### config.mk
export PLATFORM = sky130hd
export DESIGN_NAME = cte_exec
export DESIGN_NICKNAME = d
export VERILOG_FILES = /design/src/pkg/cte_pkg.sv /design/src/core/cte_exec.sv
export SDC_FILE = /design/constraint.sdc
export NUM_CORES = 1
export LEC_CHECK = 0
export BUFFER_PORTS_ARGS = -buffer_cell sky130_fd_sc_hd__buf_2
export CAP_MARGIN = 20
export CORE_UTILIZATION = 53
export DETAILED_ROUTE_END_ITERATION = 7
export PLACE_DENSITY_LB_ADDON = 0.1
export SLEW_MARGIN = 30
export SYNTH_ARGS = -nofsm -noshare
export SYNTH_HDL_FRONTEND = slang
export SYNTH_SLANG_ARGS = --single-unit
### constraint.sdc
create_clock -name clk_sys -period 6.9 [get_ports clk_sys]
set_input_delay 0.345 -clock clk_sys [delete_from_list [all_inputs] [get_ports clk_sys]]
set_output_delay 0.345 -clock clk_sys [all_outputs]
set_load 0.005 [all_outputs]
### src/pkg/cte_pkg.sv
package cte_pkg;

    // ------------------------------------------------------------
    // Instruction encodings (10-bit program words)
    // ------------------------------------------------------------
    localparam logic [9:0] OP_LOAD_TIMER_CTRL6   = 10'h213;
    localparam logic [9:0] OP_LOAD_WORD_POINTER  = 10'h00C;
    localparam logic [9:0] OP_WATCHDOG_TEST_CLR  = 10'h2A0;
    localparam logic [5:0] OP_EXCHANGE_PREFIX    = 6'h2D;

    // ------------------------------------------------------------
    // Register map (byte addresses)
    // ------------------------------------------------------------
    localparam logic [7:0] ADDR_INSTR    = 8'h00;
    localparam logic [7:0] ADDR_ACC      = 8'h04;
    localparam logic [7:0] ADDR_PTRS     = 8'h08;
    localparam logic [7:0] ADDR_TIMER6   = 8'h0C;
    localparam logic [7:0] ADDR_STATUS   = 8'h10;
    localparam logic [7:0] ADDR_WDSET    = 8'h14;
    localparam logic [7:0] ADDR_MEM_BASE = 8'h40;

    // ------------------------------------------------------------
    // Field positions and reset values
    // ------------------------------------------------------------
    localparam int         PTR_Y_LSB     = 0;
    localparam int         PTR_X_LSB     = 4;
    localparam int         PTR_Z_LSB     = 8;
    localparam int         ST_WDF_BIT    = 0;
    localparam int         ST_SKIP_BIT   = 1;
    localparam int         ST_CY_BIT     = 2;
    localparam logic [3:0] NIB_RESET     = 4'h0;
    localparam logic [1:0] AXI_OKAY      = 2'h0;
    localparam logic [1:0] AXI_SLVERR    = 2'h2;

    // ------------------------------------------------------------
    // Types
    // ------------------------------------------------------------
    typedef enum logic [1:0] {
        CTE_IDLE = 2'h1,
        CTE_RESP = 2'h2
    } cte_bus_e;

    typedef struct packed {
        logic [3:0] acc;
        logic [3:0] ptrX;
        logic [3:0] ptrY;
        logic [1:0] ptrZ;
        logic [3:0] timerCtrlSix;
        logic       wdFlag;
        logic       skipPend;
        logic       carry;
    } cte_core_s;

endpackage

### src/core/cte_exec.sv
`timescale 1ns/100ps
module cte_exec (
    input  wire logic        clk_sys,
    input  wire logic        nrst,
    input  wire logic [7:0]  s_axi_awaddr,
    input  wire logic        s_axi_awvalid,
    output logic             s_axi_awready,
    input  wire logic [31:0] s_axi_wdata,
    input  wire logic [3:0]  s_axi_wstrb,
    input  wire logic        s_axi_wvalid,
    output logic             s_axi_wready,
    output logic [1:0]       s_axi_bresp,
    output logic             s_axi_bvalid,
    input  wire logic        s_axi_bready,
    input  wire logic [7:0]  s_axi_araddr,
    input  wire logic        s_axi_arvalid,
    output logic             s_axi_arready,
    output logic [31:0]      s_axi_rdata,
    output logic [1:0]       s_axi_rresp,
    output logic             s_axi_rvalid,
    input  wire logic        s_axi_rready
);

    // ------------------------------------------------------------
    // State
    // ------------------------------------------------------------
    cte_pkg::cte_core_s core_reg,  core_next;
    logic [3:0]         mem_reg   [64];
    logic               memWe;
    logic [5:0]         memAddr;
    logic [3:0]         memWdata;
    logic [5:0]         dataPtr;
    cte_pkg::cte_bus_e  wst_reg,   wst_next;
    cte_pkg::cte_bus_e  rst_reg,   rst_next;
    logic               awHave_reg, awHave_next;
    logic               wHave_reg,  wHave_next;
    logic [7:0]         awAddr_reg, awAddr_next;
    logic [31:0]        wData_reg,  wData_next;
    logic [3:0]         wStrb_reg,  wStrb_next;
    logic [1:0]         bresp_reg,  bresp_next;
    logic [31:0]        rdata_reg,  rdata_next;
    logic [1:0]         rresp_reg,  rresp_next;
    logic               awrdy_reg,  awrdy_next;
    logic               wrdy_reg,   wrdy_next;
    logic               arrdy_reg,  arrdy_next;
    logic               doWrite;
    logic [9:0]         instr;
    logic               isExch;

    assign dataPtr = {core_reg.ptrZ, core_reg.ptrY};
    assign s_axi_awready = awrdy_reg;
    assign s_axi_wready  = wrdy_reg;
    assign s_axi_arready = arrdy_reg;
    assign s_axi_bvalid  = wst_reg[1];
    assign s_axi_bresp   = bresp_reg;
    assign s_axi_rvalid  = rst_reg[1];
    assign s_axi_rdata   = rdata_reg;
    assign s_axi_rresp   = rresp_reg;

    // ------------------------------------------------------------
    // Write channel
    // ------------------------------------------------------------
    always_comb begin
        wst_next    = wst_reg;
        awHave_next = awHave_reg;
        wHave_next  = wHave_reg;
        awAddr_next = awAddr_reg;
        wData_next  = wData_reg;
        wStrb_next  = wStrb_reg;
        bresp_next  = bresp_reg;
        doWrite     = 1'b0;
        if (s_axi_awvalid && awrdy_reg) begin
            awHave_next = 1'b1;
            awAddr_next = s_axi_awaddr;
        end
        if (s_axi_wvalid && wrdy_reg) begin
            wHave_next = 1'b1;
            wData_next = s_axi_wdata;
            wStrb_next = s_axi_wstrb;
        end
        case (wst_reg)
            cte_pkg::CTE_IDLE: begin
                if (awHave_reg && wHave_reg) begin
                    doWrite     = 1'b1;
                    awHave_next = 1'b0;
                    wHave_next  = 1'b0;
                    bresp_next  = (awAddr_reg[1:0] == 2'h0) ? cte_pkg::AXI_OKAY
                                                            : cte_pkg::AXI_SLVERR;
                    wst_next    = cte_pkg::CTE_RESP;
                end
            end
            cte_pkg::CTE_RESP: begin
                if (s_axi_bready) begin
                    wst_next = cte_pkg::CTE_IDLE;
                end
            end
            default: wst_next = cte_pkg::CTE_IDLE;
        endcase
        awrdy_next = !awHave_next && (wst_next == cte_pkg::CTE_IDLE);
        wrdy_next  = !wHave_next && (wst_next == cte_pkg::CTE_IDLE);
    end

    // ------------------------------------------------------------
    // Instruction execution
    // ------------------------------------------------------------
    assign instr  = wData_reg[9:0];
    assign isExch = (instr[9:4] == cte_pkg::OP_EXCHANGE_PREFIX);

    always_comb begin
        core_next = core_reg;
        memWe     = 1'b0;
        memAddr   = awAddr_reg[7:2] - 6'h10;
        memWdata  = wData_reg[3:0];
        if (doWrite && wStrb_reg[0] && awAddr_reg[1:0] == 2'h0) begin
            if (awAddr_reg == cte_pkg::ADDR_INSTR) begin
                if (core_reg.skipPend) begin
                    core_next.skipPend = 1'b0;
                end else if (instr == cte_pkg::OP_LOAD_TIMER_CTRL6) begin
                    core_next.timerCtrlSix = core_reg.acc;
                end else if (instr == cte_pkg::OP_LOAD_WORD_POINTER) begin
                    core_next.ptrY = core_reg.acc;
                end else if (instr == cte_pkg::OP_WATCHDOG_TEST_CLR) begin
                    if (core_reg.wdFlag) begin
                        core_next.skipPend = 1'b1;
                        core_next.wdFlag   = 1'b0;
                    end
                end else if (isExch) begin
                    memWe     = 1'b1;
                    memAddr   = dataPtr;
                    memWdata  = core_reg.acc;
                    core_next.acc  = mem_reg[dataPtr];
                    core_next.ptrX = core_reg.ptrX ^ instr[3:0];
                end
            end else if (awAddr_reg == cte_pkg::ADDR_ACC) begin
                core_next.acc = wData_reg[3:0];
            end else if (awAddr_reg == cte_pkg::ADDR_PTRS) begin
                core_next.ptrY = wData_reg[cte_pkg::PTR_Y_LSB +: 4];
                core_next.ptrX = wData_reg[cte_pkg::PTR_X_LSB +: 4];
                core_next.ptrZ = wData_reg[cte_pkg::PTR_Z_LSB +: 2];
            end else if (awAddr_reg == cte_pkg::ADDR_STATUS) begin
                core_next.carry = wData_reg[cte_pkg::ST_CY_BIT];
            end else if (awAddr_reg == cte_pkg::ADDR_WDSET) begin
                core_next.wdFlag = wData_reg[cte_pkg::ST_WDF_BIT];
            end else if (awAddr_reg >= cte_pkg::ADDR_MEM_BASE) begin
                memWe = 1'b1;
            end
        end
    end

    // ------------------------------------------------------------
    // Read channel
    // ------------------------------------------------------------
    always_comb begin
        rst_next   = rst_reg;
        rdata_next = rdata_reg;
        rresp_next = rresp_reg;
        case (rst_reg)
            cte_pkg::CTE_IDLE: begin
                if (s_axi_arvalid && arrdy_reg) begin
                    rst_next   = cte_pkg::CTE_RESP;
                    rresp_next = cte_pkg::AXI_OKAY;
                    rdata_next = 32'h0;
                    if (s_axi_araddr >= cte_pkg::ADDR_MEM_BASE) begin
                        rdata_next[3:0] = mem_reg[s_axi_araddr[7:2] - 6'h10];
                    end else begin
                        case (s_axi_araddr)
                            cte_pkg::ADDR_ACC:    rdata_next[3:0] = core_reg.acc;
                            cte_pkg::ADDR_PTRS: begin
                                rdata_next[cte_pkg::PTR_Y_LSB +: 4] = core_reg.ptrY;
                                rdata_next[cte_pkg::PTR_X_LSB +: 4] = core_reg.ptrX;
                                rdata_next[cte_pkg::PTR_Z_LSB +: 2] = core_reg.ptrZ;
                            end
                            cte_pkg::ADDR_TIMER6: rdata_next[3:0] = core_reg.timerCtrlSix;
                            cte_pkg::ADDR_STATUS: begin
                                rdata_next[cte_pkg::ST_WDF_BIT]  = core_reg.wdFlag;
                                rdata_next[cte_pkg::ST_SKIP_BIT] = core_reg.skipPend;
                                rdata_next[cte_pkg::ST_CY_BIT]   = core_reg.carry;
                            end
                            cte_pkg::ADDR_INSTR, cte_pkg::ADDR_WDSET: rdata_next = 32'h0;
                            default: rresp_next = cte_pkg::AXI_SLVERR;
                        endcase
                    end
                end
            end
            cte_pkg::CTE_RESP: begin
                if (s_axi_rready) begin
                    rst_next = cte_pkg::CTE_IDLE;
                end
            end
            default: rst_next = cte_pkg::CTE_IDLE;
        endcase
        arrdy_next = (rst_next == cte_pkg::CTE_IDLE);
    end

    // ------------------------------------------------------------
    // Registers
    // ------------------------------------------------------------
    always_ff @(posedge clk_sys) begin
        if (!nrst) begin
            core_reg   <= '0;
            wst_reg    <= cte_pkg::CTE_IDLE;
            rst_reg    <= cte_pkg::CTE_IDLE;
            awHave_reg <= 1'b0;
            wHave_reg  <= 1'b0;
            awAddr_reg <= 8'h00;
            wData_reg  <= 32'h0;
            wStrb_reg  <= 4'h0;
            bresp_reg  <= cte_pkg::AXI_OKAY;
            rdata_reg  <= 32'h0;
            rresp_reg  <= cte_pkg::AXI_OKAY;
            awrdy_reg  <= 1'b0;
            wrdy_reg   <= 1'b0;
            arrdy_reg  <= 1'b0;
        end else begin
            core_reg   <= core_next;
            wst_reg    <= wst_next;
            rst_reg    <= rst_next;
            awHave_reg <= awHave_next;
            wHave_reg  <= wHave_next;
            awAddr_reg <= awAddr_next;
            wData_reg  <= wData_next;
            wStrb_reg  <= wStrb_next;
            bresp_reg  <= bresp_next;
            rdata_reg  <= rdata_next;
            rresp_reg  <= rresp_next;
            awrdy_reg  <= awrdy_next;
            wrdy_reg   <= wrdy_next;
            arrdy_reg  <= arrdy_next;
        end
    end

    always_ff @(posedge clk_sys) begin
        if (memWe) begin
            mem_reg[memAddr] <= memWdata;
        end
    end

    // ------------------------------------------------------------
    // Checks
    // ------------------------------------------------------------
    logic execNow;
    assign execNow = doWrite && wStrb_reg[0] && awAddr_reg == cte_pkg::ADDR_INSTR
                     && !core_reg.skipPend;

    chk_timer_load: assert property (@(posedge clk_sys) disable iff (!nrst)
        execNow && instr == cte_pkg::OP_LOAD_TIMER_CTRL6
        |=> core_reg.timerCtrlSix == $past(core_reg.acc))
        else $error("timer control six not loaded");
    chk_word_ptr: assert property (@(posedge clk_sys) disable iff (!nrst)
        execNow && instr == cte_pkg::OP_LOAD_WORD_POINTER
        |=> core_reg.ptrY == $past(core_reg.acc) && $stable(core_reg.acc))
        else $error("word pointer load wrong");
    chk_wd_skip: assert property (@(posedge clk_sys) disable iff (!nrst)
        execNow && instr == cte_pkg::OP_WATCHDOG_TEST_CLR && core_reg.wdFlag
        |=> core_reg.skipPend && !core_reg.wdFlag)
        else $error("watchdog skip or clear missing");
    chk_wd_noskip: assert property (@(posedge clk_sys) disable iff (!nrst)
        execNow && instr == cte_pkg::OP_WATCHDOG_TEST_CLR && !core_reg.wdFlag
        |=> !core_reg.skipPend)
        else $error("spurious skip");
    chk_exch_acc: assert property (@(posedge clk_sys) disable iff (!nrst)
        execNow && isExch |=> core_reg.acc == $past(mem_reg[dataPtr])
        && mem_reg[$past(dataPtr)] == $past(core_reg.acc))
        else $error("exchange swap wrong");
    chk_exch_xor: assert property (@(posedge clk_sys) disable iff (!nrst)
        execNow && isExch |=> core_reg.ptrX == ($past(core_reg.ptrX) ^ $past(instr[3:0])))
        else $error("file pointer xor wrong");
    chk_carry_keep: assert property (@(posedge clk_sys) disable iff (!nrst)
        execNow |=> $stable(core_reg.carry))
        else $error("carry changed by instruction");
    chk_skip_once: assert property (@(posedge clk_sys) disable iff (!nrst)
        core_reg.skipPend && doWrite && wStrb_reg[0] && awAddr_reg == cte_pkg::ADDR_INSTR
        |=> !core_reg.skipPend && $stable(core_reg.acc) && $stable(core_reg.ptrX))
        else $error("skipped instruction executed");

    cov_exch:  cover property (@(posedge clk_sys) disable iff (!nrst) execNow && isExch);
    cov_skip:  cover property (@(posedge clk_sys) disable iff (!nrst)
        core_reg.skipPend ##[1:20] !core_reg.skipPend);
    cov_timer: cover property (@(posedge clk_sys) disable iff (!nrst)
        execNow && instr == cte_pkg::OP_LOAD_TIMER_CTRL6);
    cov_word:  cover property (@(posedge clk_sys) disable iff (!nrst)
        execNow && instr == cte_pkg::OP_LOAD_WORD_POINTER);
    cov_wd:    cover property (@(posedge clk_sys) disable iff (!nrst)
        execNow && instr == cte_pkg::OP_WATCHDOG_TEST_CLR && !core_reg.wdFlag);

    chk_timer_keep: assert property (@(posedge clk_sys) disable iff (!nrst)
        execNow && instr == cte_pkg::OP_LOAD_TIMER_CTRL6
        |=> $stable(core_reg.acc) && $stable(core_reg.ptrY))
        else $error("timer load disturbed registers");
    chk_exch_keep: assert property (@(posedge clk_sys) disable iff (!nrst)
        execNow && isExch |=> $stable(core_reg.ptrY) && $stable(core_reg.timerCtrlSix))
        else $error("exchange disturbed registers");
    chk_wd_keep: assert property (@(posedge clk_sys) disable iff (!nrst)
        execNow && instr == cte_pkg::OP_WATCHDOG_TEST_CLR
        |=> $stable(core_reg.acc) && $stable(core_reg.ptrX))
        else $error("watchdog test disturbed registers");
    chk_skip_hold: assert property (@(posedge clk_sys) disable iff (!nrst)
        core_reg.skipPend && !(doWrite && wStrb_reg[0] && awAddr_reg == cte_pkg::ADDR_INSTR)
        |=> core_reg.skipPend)
        else $error("pending skip lost");

endmodule

Word-level counts from Yosys, hierarchy flattened
Memories as Yosys holds them, arrays and structs flattened. Index checks and enable logic that the tools add are counted.

Logic and storage cells: 158. Output and inout port bits: 41. RAM bits: 256. Memories: 1. Flip-flop bits (word level): 85. Bits of input ports: 59.

Memory list: mem_reg (words 64, bits a word 4, rd ports 2, clocked after Yosys merged registers in 0, wr ports 1, RTL line cte_exec.sv:28) `logic [3:0] mem_reg [64];`.

Multiplexer cells: 71. Equality and inequality tests: 29. Reductions and logical operators: 27. Bitwise operators: 5. $lt $le $gt $ge: 2. Add/sub/neg operators: 2.

Operators by type and width (count): $mux W6 (9); $mux W4 (10); $mux W12 (3); $eq A8 B5 Y1 const B (4); $mux W1 (30); $eq A8 B4 Y1 const B (3); $mux W8 (3); $eq A10 B10 Y1 const B (2); $mux W10 (2); $mux W2 (10); $eq A8 B3 Y1 const B (2); $ge A8 B7 Y1 const B (2); $logic_not A8 Y1 (2); $ne A2 B2 Y1 const B (7); $pmux W3 S4 (1); $sub A6 B5 Y6 const B (2); $eq A10 B4 Y1 const B (1); $reduce_and A9 Y1 (1); $eq A2 B1 Y1 const B (4); $logic_and A1 B1 Y1 (8); $pmux W2 S2 (2); $reduce_and A4 Y1 (2); $reduce_and A8 Y1 (1); $reduce_and A7 Y1 (1); 13 further kinds (24).

Depth between registers and ports, before layout
Word-level depth: 10. Depth in mapped cells: 10. Mapped depth without buffers: 8.

Worst setup path before layout
OpenSTA, ideal clock, no wires.

Kind: reg-to-reg. From: reg awAddr_reg[6]. To: mem mem_reg[0][2], data pin. Data required time: 6.197 ns. Path buffers: 1. Cell stages (with the launch flop): 8. Slack: 1.877 ns. Period minus slack after synthesis: 5.023 ns. Setup time: 0.703 ns. Arrival time: 4.319 ns. Cell sequence: dfxtp_1 > inv_1 > ha_1 > or4b_1 > buf_6 > nor4_4 > nand3_1 > o21ai_0.

Cells in the longest elaborated chain, start to end: 3.

RTL lines: start: declaration (RTL line cte_exec.sv:37) `logic [7:0] awAddr_reg, awAddr_next;`; start signal: assignment (RTL line cte_exec.sv:220) `awAddr_reg <= awAddr_next;`; $logic_not A8 Y1; $mux W4 (RTL line cte_exec.sv:115) `if (awAddr_reg == cte_pkg::ADDR_INSTR) begin`; $mux W4 (RTL line cte_exec.sv:114) `if (doWrite && wStrb_reg[0] && awAddr_reg[1:0] == 2'h0) begin`; via memWdata[2] (RTL line cte_exec.sv:31) `logic [3:0] memWdata;`; end: declaration (RTL line cte_exec.sv:28).

The timed path passes the listed nets, and every way through them passes these cells.

Worst setup path after layout
From: reg awAddr_reg[6]. To: mem mem_reg[34][3], enable pin.

Cells in the longest elaborated chain, start to end: 10. Elaborated cells on any way between the ends: 23. Classes of those cells: add/sub: 1; order compare: 1; eq/ne: 4; mux: 16; reduce/logical: 1.

RTL lines: $ge A8 B7 Y1 (RTL line cte_exec.sv:144) `end else if (awAddr_reg >= cte_pkg::ADDR_MEM_BASE) begin`; $mux W1 (RTL line cte_exec.sv:144); $mux W1 (RTL line cte_exec.sv:142) `end else if (awAddr_reg == cte_pkg::ADDR_WDSET) begin`; $mux W1 (RTL line cte_exec.sv:140) `end else if (awAddr_reg == cte_pkg::ADDR_STATUS) begin`; $mux W1 (RTL line cte_exec.sv:136) `end else if (awAddr_reg == cte_pkg::ADDR_PTRS) begin`; $mux W1 (RTL line cte_exec.sv:134) `end else if (awAddr_reg == cte_pkg::ADDR_ACC) begin`; $mux W1 (RTL line cte_exec.sv:115); $mux W1 (RTL line cte_exec.sv:114); $mux W1 (RTL line cte_exec.sv:233) `if (memWe) begin`; $mux W1 (implied by the code) (RTL line cte_exec.sv:234) `mem_reg[memAddr] <= memWdata;`.

Parallel ways exist; a longest one is shown, timed or not.

==> run metrics <==
status completed; CP cell instances inv_1 > ha_1 > or4b_1 > nor4_4 > a41oi_1 > nand3b_1 > nor2_1; Required @ worst endpoint roughly 7.1 ns; Design Area, Final 17,140 um2; Setup CP Type reg2reg; CTS resizes 0; area share of the largest cell type after synthesis 49.46%; PD cells 259.1 nW/um2; DRT Pass-1 Iters 7; Ports 100; 1st-iter DRT viols 1,008; total congestion overflow 0; CP arrival 3.85 ns; Routed wire per std cell approximately 25 um; initial antenna violation count 0; Main synth FF type edfxtp_1; Final Util 59.54%; Yosys warning total 0; hold depth 3; Placed Area approximately 16,000 um2; Hold Buf Count CTS 0; largest net degree at the start of global routing 65; Hold Vio Cnt, Final 0; Min Clock Period, post-route 3.689 ns; R2R Path End mem_reg[34][3]; Post-synth ARST share 0%; synth top area cells edfxtp_1 (49%), mux4_2 (18%), dfxtp_1 (7.9%); cells after synthesis 1,106; RePlAce Congestion 0.8758; min-delay worst type in2reg; clk buf depth 3; Worst Setup End Kind flop; Gate power share 10.2%; Port Buffer Count 50; TNS Setup 0 ns; post-placement setup slack approximately 3.2 ns; standard-cell row count 62; Die X 173.3 um; relative slew slack 34.93%; post-synthesis sequential area ratio between 50% and 60%; die height 173.3 um; core area 28,780 um2; min-delay src s_axi_wdata[2]; Final period util 53.47%; Mapped Area around 16,000 um2; peak supply drop 0.1734 mV; Flop pwr share 49.3%; HPWL Detailed 25,710 um; # diodes 0; Num Clock Sinks 317; critical path startpoint category flop; post-synth top area cell edfxtp_1; R2R Path Start awAddr_reg[6]; final setup violation count 0; Starting Density 54.01%; DRT antenna net count 0; Clk pin slew, worst setup/hold paths 0.06 ns; Worst Setup Slack, final 3.211 ns; slowest stage delay, CP between 0.7 and 0.8 ns; clk_skew around 0.021 ns; number of synthesized flops with an enable pin 256; sw power 1.109 mW; Slew @ Worst Pin between 0.9 and 1 ns; Via density 6.425; Clock Power Share a little over 40%; Setup Fix Bufs, Post-CTS 0; #FFs+latches synth 317; Final Net Count around 1.2k; P_int 3.329 mW; R2R cell count 7; hold worst-path end wData_reg[2]; global-route wire length before repair 60,820 um; Switching Share between 20% and 30%; Slew Limit Fails 0; CTS Root Cell clkbuf_16; max FFs per register 256; worst-skew pair later-pin latency 0.52 ns; Via Count between 9k and 10k; CTS tree done; Leakage 5.428 nW; top achievable clock speed ~0.27 GHz; GRT Overall Usage approximately 27%; max-cap viol count 0; share of cells above drive strength 1 23.58%; slowest CP cell nand3b_1; Netlist cell types 65; vias in the first global route 9,783; CTS buffer count 35; Die Area about 30,000 um2; Avg Inst Size Synth 14.05 um2; RSZ-0062 raised after global routing false; Max FO, Critical Path 10; DRC 0; Layout area overhead 10.24%; Worst R2R Setup Slack 3.21 ns; Post-Route WL 39,420 um; CTS H-tree depth 2
-- how the worst max path moves through the flow --
stage | from | endpoint | slack [ns]
after global routing | awAddr_reg[6] | mem_reg[19][3] | 3.03
after global placement | awAddr_reg[6] | mem_reg[2][1] | 3.24
final | awAddr_reg[6] | mem_reg[34][3] | 3.21
after floorplan | awAddr_reg[6] | mem_reg[0][2] | 1.88
after CTS | awAddr_reg[6] | mem_reg[34][3] | 3.22
after detailed placement | awAddr_reg[6] | mem_reg[34][1] | 3.23
-- layer usage --
layer,wire [um],vias up,GRT usage (%)
met5,0,-,0
met4,1272,0,9.034
met2,18230,467,41.95
met1,16730,5000,39.02
met3,3178,83,4.452
li1,-,4383,-
-- placed cells by master (no fill, tap or decap), drive strengths merged, types with 7 or more instances in the layout --
cell    synthesis  final
nand2          78     78
edfxtp        256    256
ha              8      8
mux2i          49     49
o21ai          27     27
buf            58     67
conb            1     24
nor2b          11     11
o221ai          7      7
nor2          125    125
mux2           10     10
mux4          123    123
nand3          24     24
o22ai          21     21
nor3           13     13
dfxtp          61     61
or2             8      8
a21oi          48     48
nand2b          9      9
a211oi         12     12
a22oi          13     13
clkinv          2     12
a31oi           9      9
clkbuf         40     49
inv            16     18
-- cell families after synthesis --
family | Yosys count | synth area share [%]
other cells | 1 | 0.02413
simple gates | 308 | 9.386
buf+inv | 116 | 3.711
flops | 317 | 57.31
compound gates | 174 | 7.221
mux | 182 | 21.70
fa+ha+maj | 8 | 0.6440
-- Yosys cell counts, drive strengths merged, types with 3 or more instances --
cell      n
dfxtp    61
nand3    24
a22oi    13
nand2    78
mux2i    49
a31oi     9
and2      6
nor4      6
inv      16
mux2     10
edfxtp  256
a221oi    4
and3      3
or4b      3
nand4     4
or2       8
mux4    123
clkbuf   40
or3       3
a21oi    48
o22ai    21
o221ai    7
nor3     13
ha        8
nand2b    9
nand3b    5
o211ai    6
nor2    125
a32oi     5
a211oi   12
o21ai    27
buf      58
nor2b    11
-- stage by stage --
| stage | std cells | power (mW) | hold WS (ns) |
|---|---|---|---|
| 5_1_grt | 1546 | 4.594 | 0.07855 |
| 2_1_floorplan | 1129 | 2.532 | 0.4363 |
| 3_5_place_dp | 1482 | 2.677 | 0.4529 |
| 3_3_place_gp | 1481 | 2.667 | 0.4405 |
| 6_report | 1546 | 4.439 | 0.07803 |
| 4_1_cts | 1546 | 4.471 | 0.06295 |
-- final cells by class --
type                    count  area (um2)
fillers                  2262       11640
well taps                 384       480.5
clock buffers              49       980.9
clock inverters            15       131.4
multi-input cells         696        6177
repair buffers             67       380.4
flip-flops and latches    317        8917
inverters                  18       67.56
-- power by group through the flow --
| stage | Clock, mW | Sequential, mW | Combinational, mW |
|---|---|---|---|
| 2_1_floorplan | 0 | 2.21 | 0.321 |
| 3_3_place_gp | 0 | 2.22 | 0.442 |
| 3_5_place_dp | 0 | 2.23 | 0.451 |
| 4_1_cts | 1.83 | 2.19 | 0.452 |
| 5_1_grt | 1.90 | 2.19 | 0.500 |
| 6_report | 1.80 | 2.19 | 0.452 |
-- critical path, delay by kind of cell, from the launching register on --
family          cells  cell delay (ns)
simple gates        4             2.32
flops               1             0.38
compound gates      1             0.26
buf+inv             1             0.19
fa+ha+maj           1             0.18
No activity file was read; power rests on OpenSTA's default activity.
